**src/common/wdt_pkg.sv**
```systemverilog
// Purpose: shared constants and types for the keyed watchdog timer
// Assumes: 32-bit APB register bus, 50 MHz system clock
// Notes: register offsets are byte addresses, one aligned word each
package wdt_pkg;

	// ***************************************
	// register map
	// ***************************************
	localparam logic [7:0] ctrl_off = 8'h00;
	localparam logic [7:0] cause_off = 8'h04;
	localparam logic [7:0] status_off = 8'h08;
	localparam logic [7:0] irq_clr_off = 8'h0c;
	localparam logic [7:0] irq_en_off = 8'h10;
	localparam logic [7:0] count_off = 8'h14;
	localparam logic [7:0] irq_stat_off = 8'h18;

	// ***************************************
	// fields and reset values
	// ***************************************
	localparam int key_lsb = 3;
	localparam int sel_lsb = 0;
	localparam logic [7:0] ctrl_reset = 8'h53;
	localparam logic [4:0] key_a = 5'h15;
	localparam logic [4:0] key_b = 5'h0a;
	localparam int key_fault_bit = 0;
	localparam int timeout_bit = 0;
	localparam int power_down_bit = 1;
	localparam int irq_ovf_bit = 0;
	localparam int irq_key_bit = 1;
	localparam int cnt_w = 18;

	// ***************************************
	// timing
	// ***************************************
	localparam int clk_hz = 50000000;
	localparam int key_fault_delay_us = 64;
	localparam int key_fault_delay_cyc = (key_fault_delay_us * (clk_hz / 1000000) > 0) ?
		key_fault_delay_us * (clk_hz / 1000000) : 1;

	// ***************************************
	// types
	// ***************************************
	typedef struct packed {
		logic [4:0] key;
		logic [2:0] sel;
	} ctrl_t;

	typedef struct packed {
		logic full_reset;
		logic core_reset;
	} reset_req_t;

	typedef enum logic [1:0] {
		key_ok,
		key_wait,
		key_trip
	} key_state_t;

endpackage : wdt_pkg

```
**src/design/keyed_watchdog_timer.sv**
```systemverilog
// Purpose: keyed watchdog timer with APB register access
// Assumes: slow oscillator tick arrives as an asynchronous level, synchronised here
// Notes: reset requests are one-cycle pulses to the system reset controller
//
// Register access over APB and the register addresses were chosen for this implementation.
`timescale 1ns/1ns

// Functional notes
// - counter advances only on slow oscillator edges, not the system clock
// - period codes 0..6 pick 2^8,10,12,14,15,16,17 slow cycles
// - counting while key equals 10101 or 01010
// - any other key value gives full reset after a fixed delay
// - key fault reset sets key fault flag; only rst_in or a software zero clears it
// - control register resets to 0x53, watchdog running
// - overflow when awake gives full reset and sets timeout flag
// - overflow asleep sets timeout flag, resets only program counter and stack
// - counter cleared by key fault reset, clear instruction, or halt
// - no register write clears the counter
// - reset cause bits seven to three read zero
// - halt sets power down flag, clears timeout flag and counter
// - clear instruction also clears power down flag
// - overflow while asleep wakes the device
module keyed_watchdog_timer
	import wdt_pkg::*;
(
	// clock, reset, enable
	input wire logic clk_in,
	input wire logic rst_in,
	input wire logic ce_in,
	// slow oscillator and core events
	input wire logic slow_osc_in,
	input wire logic asleep_in,
	input wire logic clear_instr_in,
	input wire logic halt_instr_in,
	// apb slave
	input wire logic psel_in,
	input wire logic penable_in,
	input wire logic pwrite_in,
	input wire logic [7:0] paddr_in,
	input wire logic [31:0] pwdata_in,
	output logic [31:0] prdata_out,
	output logic pready_out,
	output logic pslverr_out,
	// resets and interrupt
	output reset_req_t reset_req_out,
	output logic wake_out,
	output logic irq_out
);

	// ***************************************
	// declarations
	// ***************************************
	ctrl_t ctrl_q;
	logic key_fault_flag_q;
	logic timeout_status_flag_q;
	logic power_down_flag_q;
	logic [1:0] irq_stat_q;
	logic [1:0] irq_en_q;
	logic [cnt_w-1:0] count_q;
	logic [2:0] osc_sync_q;
	logic osc_level_q;
	logic tick;
	logic overflow;
	logic key_valid;
	key_state_t key_state_q;
	logic [31:0] delay_q;
	logic key_fire;
	logic wr;
	logic mapped;

	// true when the key field holds a valid pattern
	function automatic logic key_is_valid(input logic [4:0] k);
		key_is_valid = (k == key_a) || (k == key_b);
	endfunction : key_is_valid

	// top counter bit that marks overflow for a period code
	function automatic int unsigned period_bit(input logic [2:0] s);
		case (s)
			3'h0: period_bit = 8;
			3'h1: period_bit = 10;
			3'h2: period_bit = 12;
			3'h3: period_bit = 14;
			3'h4: period_bit = 15;
			3'h5: period_bit = 16;
			3'h6: period_bit = 17;
			default: period_bit = 18;
		endcase
	endfunction : period_bit

	// ***************************************
	// apb decode
	// ***************************************
	assign wr = psel_in && penable_in && pwrite_in;
	assign pready_out = 1'b1;
	// irq status is readable so software can tell which event raised the line
	assign mapped = (paddr_in == ctrl_off) || (paddr_in == cause_off) || (paddr_in == status_off)
		|| (paddr_in == irq_clr_off) || (paddr_in == irq_en_off) || (paddr_in == count_off)
		|| (paddr_in == irq_stat_off);
	assign pslverr_out = psel_in && penable_in && !mapped;

	// read data registered on the setup edge; visible during the access phase
	always_ff @(posedge clk_in) begin
		if (rst_in) begin
			prdata_out <= 32'h0;
		end else if (ce_in && psel_in && !penable_in && !pwrite_in) begin
			case (paddr_in)
				ctrl_off: prdata_out <= {24'h0, ctrl_q};
				cause_off: prdata_out <= {29'h0, 2'h0, key_fault_flag_q};
				status_off: prdata_out <= {30'h0, power_down_flag_q, timeout_status_flag_q};
				irq_en_off: prdata_out <= {30'h0, irq_en_q};
				count_off: prdata_out <= {14'h0, count_q};
				irq_stat_off: prdata_out <= {30'h0, irq_stat_q};
				default: prdata_out <= 32'h0;
			endcase
		end
	end

	// ***************************************
	// slow oscillator synchroniser
	// ***************************************
	// three stages; a new level counts once stages two and three agree
	// a single-stage glitch on the slow pin therefore never reaches the counter
	always_ff @(posedge clk_in) begin
		if (rst_in) begin
			osc_sync_q <= 3'h0;
			osc_level_q <= 1'b0;
		end else if (ce_in) begin
			osc_sync_q <= {osc_sync_q[1:0], slow_osc_in};
			if (osc_sync_q[1] == osc_sync_q[2]) begin
				osc_level_q <= osc_sync_q[2];
			end
		end
	end
	assign tick = (osc_sync_q[1] == osc_sync_q[2]) && osc_sync_q[2] && !osc_level_q;

	// ***************************************
	// control register
	// ***************************************
	// a bad key stays visible until the fault reset reloads defaults
	always_ff @(posedge clk_in) begin
		if (rst_in) begin
			ctrl_q <= ctrl_reset;
		end else if (ce_in) begin
			if (key_fire) begin
				ctrl_q <= ctrl_reset;
			end else if (wr && paddr_in == ctrl_off) begin
				ctrl_q <= pwdata_in[7:0];
			end
		end
	end
	assign key_valid = key_is_valid(ctrl_q.key);

	// ***************************************
	// key fault delay
	// ***************************************
	always_ff @(posedge clk_in) begin
		if (rst_in) begin
			key_state_q <= key_ok;
			delay_q <= 32'h0;
		end else if (ce_in) begin
			case (key_state_q)
				key_ok: begin
					delay_q <= 32'h0;
					if (!key_valid) begin
						key_state_q <= key_wait;
					end
				end
				key_wait: begin
					delay_q <= delay_q + 32'h1;
					if (delay_q == 32'(key_fault_delay_cyc - 1)) begin
						key_state_q <= key_trip;
					end
				end
				key_trip: key_state_q <= key_ok;
				default: key_state_q <= key_ok;
			endcase
		end
	end
	assign key_fire = ce_in && (key_state_q == key_trip);

	// ***************************************
	// watchdog counter
	// ***************************************
	assign overflow = ce_in && key_valid && tick && (count_q == cnt_w'((1 << period_bit(ctrl_q.sel)) - 1));
	always_ff @(posedge clk_in) begin
		if (rst_in) begin
			count_q <= '0;
		end else if (ce_in) begin
			if (key_fire || clear_instr_in || halt_instr_in || overflow) begin
				count_q <= '0;
			end else if (key_valid && tick) begin
				count_q <= count_q + 1'b1;
			end
		end
	end

	// ***************************************
	// status flags
	// ***************************************
	// key fault flag: set wins over software clear
	always_ff @(posedge clk_in) begin
		if (rst_in) begin
			key_fault_flag_q <= 1'b0;
		end else if (ce_in) begin
			if (key_fire) begin
				key_fault_flag_q <= 1'b1;
			end else if (wr && paddr_in == cause_off && !pwdata_in[key_fault_bit]) begin
				key_fault_flag_q <= 1'b0;
			end
		end
	end

	// timeout and power down flags follow halt, clear and overflow
	always_ff @(posedge clk_in) begin
		if (rst_in) begin
			timeout_status_flag_q <= 1'b0;
			power_down_flag_q <= 1'b0;
		end else if (ce_in) begin
			if (overflow) begin
				timeout_status_flag_q <= 1'b1;
			end else if (halt_instr_in) begin
				timeout_status_flag_q <= 1'b0;
			end
			if (halt_instr_in) begin
				power_down_flag_q <= 1'b1;
			end else if (clear_instr_in) begin
				power_down_flag_q <= 1'b0;
			end
		end
	end

	// ***************************************
	// reset requests and wake
	// ***************************************
	assign reset_req_out.full_reset = key_fire || (overflow && !asleep_in);
	assign reset_req_out.core_reset = overflow && asleep_in;
	assign wake_out = overflow && asleep_in;

	// ***************************************
	// interrupts
	// ***************************************
	// sticky status; new events win over the clear register
	always_ff @(posedge clk_in) begin
		if (rst_in) begin
			irq_stat_q <= 2'h0;
			irq_en_q <= 2'h0;
		end else if (ce_in) begin
			irq_stat_q <= (irq_stat_q & ~((wr && paddr_in == irq_clr_off) ? pwdata_in[1:0] : 2'h0))
				| {key_fire, overflow};
			if (wr && paddr_in == irq_en_off) begin
				irq_en_q <= pwdata_in[1:0];
			end
		end
	end
	assign irq_out = |(irq_stat_q & irq_en_q);

	// ***************************************
	// assertions
	// ***************************************
	property p_fault_flag;
		@(posedge clk_in) disable iff (rst_in) key_fire |=> key_fault_flag_q;
	endproperty
	a_fault_flag: assert property (p_fault_flag) else $error("key fault flag not set");

	property p_fault_delay;
		@(posedge clk_in) disable iff (rst_in) key_fire |-> (delay_q == 32'(key_fault_delay_cyc));
	endproperty
	a_fault_delay: assert property (p_fault_delay) else $error("key fault reset too early");

	property p_ovf_awake;
		@(posedge clk_in) disable iff (rst_in) (overflow && !asleep_in) |-> reset_req_out.full_reset
			##1 timeout_status_flag_q;
	endproperty
	a_ovf_awake: assert property (p_ovf_awake) else $error("overflow without full reset");

	property p_ovf_sleep;
		@(posedge clk_in) disable iff (rst_in) (overflow && asleep_in) |-> (reset_req_out.core_reset && wake_out
			&& !reset_req_out.full_reset);
	endproperty
	a_ovf_sleep: assert property (p_ovf_sleep) else $error("sleep overflow wrong reset");

	property p_clear;
		@(posedge clk_in) disable iff (rst_in) (ce_in && clear_instr_in) |=> (count_q == '0 && !power_down_flag_q);
	endproperty
	a_clear: assert property (p_clear) else $error("clear instruction ineffective");

	property p_halt;
		@(posedge clk_in) disable iff (rst_in) (ce_in && halt_instr_in && !overflow) |=>
			(power_down_flag_q && !timeout_status_flag_q);
	endproperty
	a_halt: assert property (p_halt) else $error("halt flags wrong");

	property p_no_count_bad_key;
		@(posedge clk_in) disable iff (rst_in) (ce_in && !key_valid && !clear_instr_in && !halt_instr_in
			&& !key_fire) |=> count_q == $past(count_q);
	endproperty
	a_no_count_bad_key: assert property (p_no_count_bad_key) else $error("counting with bad key");

	property p_write_no_clear;
		@(posedge clk_in) disable iff (rst_in) (ce_in && !tick && !clear_instr_in && !halt_instr_in && !key_fire
			&& count_q != '0) |=> count_q == $past(count_q);
	endproperty
	a_write_no_clear: assert property (p_write_no_clear) else $error("counter changed without cause");

endmodule : keyed_watchdog_timer

```
**config.mk**
```make
export PLATFORM = sky130hd
export DESIGN_NAME = keyed_watchdog_timer
export DESIGN_NICKNAME = d
export VERILOG_FILES = /design/src/common/wdt_pkg.sv /design/src/design/keyed_watchdog_timer.sv
export SDC_FILE = /design/constraint.sdc
export NUM_CORES = 1
export LEC_CHECK = 0
export BUFFER_PORTS_ARGS = -buffer_cell sky130_fd_sc_hd__buf_2
export CAP_MARGIN = 20
export CORE_MARGIN = 5
export CORE_UTILIZATION = 56
export CTS_CLUSTER_DIAMETER = 40
export DETAILED_ROUTE_END_ITERATION = 7
export PLACE_DENSITY_LB_ADDON = 0.15
export SLEW_MARGIN = 5
export SYNTH_ARGS = -nofsm -noshare
export SYNTH_HDL_FRONTEND = slang
export SYNTH_SLANG_ARGS = --single-unit
```
**constraint.sdc**
```tcl
create_clock -name clk_in -period 2.3 [get_ports clk_in]
set_clock_uncertainty 0.2 [all_clocks]
set_input_delay 0.345 -clock clk_in [delete_from_list [all_inputs] [get_ports clk_in]]
set_output_delay 0.345 -clock clk_in [all_outputs]
set_load 0.02 [all_outputs]
```
==> key figures <==
Outcome
  • Status: complete, but fails checks
  • Violated checks: setup timing

Timing
  • Post-Route Hold Slack: 0.0216 ns
  • Setup repair after global routing missed its margin: yes
  • Pins Over Slew Limit: 0
  • Fmax: 391 MHz
  • Slew margin rel.: 61.9%
  • Setup violation total in the final timing report: 3
  • Endpoints failing hold: 0
  • Tightest Pin Transition: 0.570 ns
  • Final Cycle Share: 111%
  • Setup WS post-layout: -0.257 ns
  • Fin crit period: 2.56 ns

GRT
  • Pin count of the biggest net entering global routing: 31
  • Global Route met1 Usage: 27.3%
  • Global-route met3 utilization: 3.32%
  • Number of global-route vias before repair: 3945
  • Wire length of the first global-routing pass: 18200 µm
  • Met2 usage: 38.5%
  • Most congested layer reported by global routing: met2
  • GRT Residual Overflow: 0
  • Antenna violations before repair: 0
  • Global-route usage over all layers: 21.9%

Yosys
  • Cell count after synthesis: 560
  • Predominant post-synthesis flop cell: sky130_fd_sc_hd__dfxtp_1
  • Fraction of registers with async set or reset after synthesis: 0%
  • Most area-hungry cell type in the Yosys netlist: sky130_fd_sc_hd__dfxtp_1
  • Post-synth EDFFs: 0
  • Number of flip-flops and latches in the synthesized netlist: 89
  • Share of synthesized area occupied by flip-flops and latches: 38.7%
  • Count of yosys warnings during synthesis: 0
  • Top-area cell type share of the netlist area: 38.7%
  • Leading cell types by total area after synthesis: sky130_fd_sc_hd__dfxtp_1, sky130_fd_sc_hd__xor2_1, sky130_fd_sc_hd__nand2_1
  • Synth cell types: 55
  • Mean cell area of the mapped netlist: 8.22 µm²
  • Post-synth design cell area: 4600 µm²

Critical path
  • Required time at the worst-slack endpoint: 1.75 ns
  • Type of element capturing the critical path: output pin
  • Cell with the largest stage delay on the worst path: sky130_fd_sc_hd__dfxtp_4
  • Largest fanout on the critical path: 5
  • Arrival time of the worst setup path: 2.01 ns
  • Worst reg2reg startpoint: osc_sync_q[1]
  • Critical Path Start: ctrl_q[0]
  • Largest stage delay, worst path: 0.39 ns
  • Critical-path cell list: nand2_2 > a221oi_2 > nand4_1 > nor3_2 > nand4_1 > o21ai_1 > buf_4
  • Critical Setup Path Class: reg -> out
  • Dominant cell type by count on the critical path: sky130_fd_sc_hd__nand4_1
  • Type of element launching the critical path: flop

Cells and area
  • Synth-to-Final Area Change: 17.8%
  • Net count reported at finish: 682
  • Antenna diode count: 0
  • Non-filler cells in the finished layout: 738
  • Fraction of final layout cells with drive strength greater than 1: 22.1%
  • Area occupied by multi-input gates: 2610 µm²
  • Combined flip-flop and latch cell area: 1800 µm²
  • Number of fill cells in the layout: 726

Placed design
  • Cells after DPL: 719
  • PortBufs: 48
  • Half-perimeter wire length after detailed placement: 7930 µm
  • Final GP Congestion: 0.856

Floorplan
  • Count of standard-cell rows: 33
  • Starting density of the core: 56.9%
  • IO Pins: 88
  • Die area: 10100 µm²
  • DIE HEIGHT: 101 µm
  • Die Span X: 101 µm
  • Core Area: 8090 µm²

Route
  • Routed WL: 10600 µm
  • Remaining antenna violation count after routing: 0
  • Pre-antenna DRT Iters: 5
  • Number of vias per cell after detailed routing: 5.64
  • Routed WL per cell: 14.4 µm
  • DRC errors left: 0
  • Number of design-rule violations left by the first detailed-router iteration: 211
  • Via count: 4164

Clock network
  • Number of CTS-inserted buffers: 9
  • Clk_lat worst skew: 0.36 ns
  • Worst-path clk slew: 0.09 ns
  • Clock net sink count: 89
  • Clock tree from TritonCTS: built
  • Count of H-tree levels built during CTS: 3
  • Number of hold buffers added after cts: 0
  • Bufs on Longest Clock Path: 2
  • Cell at the root of the clock tree: sky130_fd_sc_hd__clkbuf_8

Pwr
  • Worst vdd ir: 0.328 mV
  • Ratio of total power to cell area: 539 nW/µm²
  • Leakage dissipation: 2.05 nW

Worst hold path
  • Hold_sp: slow_osc_in
  • Worst min-delay path category: in -> reg

Flow run
  • Max-Cap Viols: 0
-- metrics by stage --
stage	area [µm²]	util [%]	setup WS, ns	total power [W]	setup TNS, ns
floorplan	4660	-	-0.0323	0.00171	-0.0323
detailed placement	5090	63.0	0.00899	0.00175	0
global route	5420	67.0	-0.351	0.00303	-1.02
finish	5420	67.0	-0.257	0.00292	-0.703
global placement	5090	63.0	0.0610	0.00175	0
CTS	5400	66.7	-0.231	0.00295	-0.679
-- sequential cells by signal, summed over array words and instances, names as in the netlist --
name and count:
power_down_flag_q 1, irq_stat_q 2, osc_sync_q 3, timeout_status_flag_q 1, irq_en_q 2, ctrl_q 8
osc_level_q 1, key_fault_flag_q 1, key_state_q 2, delay_q 32, prdata_out 18, count_q 18
-- Yosys cell counts (4+ instances only) --
| cell | n |
|---|---|
| sky130_fd_sc_hd__dfxtp_1 | 89 |
| sky130_fd_sc_hd__nand2_1 | 66 |
| sky130_fd_sc_hd__nor2_1 | 58 |
| sky130_fd_sc_hd__nor3_1 | 36 |
| sky130_fd_sc_hd__nand3_1 | 31 |
| sky130_fd_sc_hd__xor2_1 | 30 |
| sky130_fd_sc_hd__a21oi_1 | 27 |
| sky130_fd_sc_hd__nand4_1 | 21 |
| sky130_fd_sc_hd__mux2i_1 | 19 |
| sky130_fd_sc_hd__o21ai_0 | 18 |
| sky130_fd_sc_hd__buf_4 | 17 |
| sky130_fd_sc_hd__clkbuf_1 | 17 |
| sky130_fd_sc_hd__xnor2_1 | 16 |
| sky130_fd_sc_hd__buf_2 | 13 |
| sky130_fd_sc_hd__a22oi_1 | 9 |
| sky130_fd_sc_hd__nor4_1 | 8 |
| sky130_fd_sc_hd__or3_1 | 8 |
| sky130_fd_sc_hd__and3_1 | 7 |
| sky130_fd_sc_hd__nor2b_1 | 7 |
| sky130_fd_sc_hd__ha_1 | 4 |
-- layout make-up --
class,count,area share (%)
Clock inverter,6,1.69
Tap cell,105,2.42
Clock buffer,10,2.54
Inverter,3,0.208
Multi-Input combinational cell,430,48.2
Sequential cell,89,33.2
Timing Repair Buffer,95,11.7
-- layout by cell type, fill, tap and decap left out, types with 4 or more instances in the layout --
cell type                   n
sky130_fd_sc_hd__o21ai_0   14
sky130_fd_sc_hd__dfxtp_2    7
sky130_fd_sc_hd__nor4_1     8
sky130_fd_sc_hd__dfxtp_1   79
sky130_fd_sc_hd__nand2_1   65
sky130_fd_sc_hd__clkbuf_8  10
sky130_fd_sc_hd__nor2b_1    7
sky130_fd_sc_hd__nor2_1    57
sky130_fd_sc_hd__a21oi_1   27
sky130_fd_sc_hd__xnor2_1   15
sky130_fd_sc_hd__mux2i_1   19
sky130_fd_sc_hd__and3_1     7
sky130_fd_sc_hd__conb_1    17
sky130_fd_sc_hd__xor2_1    30
sky130_fd_sc_hd__ha_1       4
sky130_fd_sc_hd__or3_1      8
sky130_fd_sc_hd__nand4_1   21
sky130_fd_sc_hd__buf_2     45
sky130_fd_sc_hd__nand3_1   31
sky130_fd_sc_hd__buf_4     46
sky130_fd_sc_hd__nor3_1    35
sky130_fd_sc_hd__a22oi_1    8
-- final timing paths --
| path | to | slack [ns] | cells after the start |
|---|---|---|---|
| setup / recovery | reset_req_out[1] | -0.26 | 7 |
| hold reg to reg | prdata_out[12] | 0.25 | 2 |
| hold / removal | osc_sync_q[0] | 0.02 | 3 |
| setup reg to reg | count_q[7] | 0.17 | 8 |
-- where the power goes --
group	internal, W	leakage, nW	switching (W)	total, W
registers	0.00154	0.721	0.00000233	0.00154
clock network	0.000646	0.116	0.000561	0.00121
logic	0.0000572	1.21	0.000115	0.000172
total	0.00224	2.05	0.000678	0.00292
-- timing repair --
action / CTS / global route
endpoints found under the setup margin: 3 / 3
endpoints found under the hold margin: 0 / 0
buffers inserted: 3 / 0
gates resized for setup: 20 / 8
pin swaps: 7 / 9
-- cells by family (layout without fill, tap and decap cells) --
group | Yosys count | after routing | synth area share (%)
xor gates and xnor gates | 46 | 46 | 8.75
DFF | 89 | 89 | 38.7
muxes | 21 | 21 | 5.11
AOI/OAI and AO/OA | 71 | 71 | 9.54
buffers and inverters | 56 | 114 | 6.69
other | 2 | 17 | 0.163
adders and majority gates | 4 | 4 | 1.09
and+or+nand+nor | 271 | 271 | 29.9
-- layer usage --
layer / vias up / routed length (µm)
li1: 2078 / -
met4: 0 / 112
met2: 96 / 5310
met1: 1981 / 4730
met3: 9 / 497
met5: - / 0
-- worst max-delay path: cells and delay by family (launching register included) --
family	cells	cell delay, ns
flops	1	0.39
buf+inv	1	0.16
simple gates	4	0.64
compound gates	2	0.46
No activity file was read; power rests on OpenSTA's default activity.
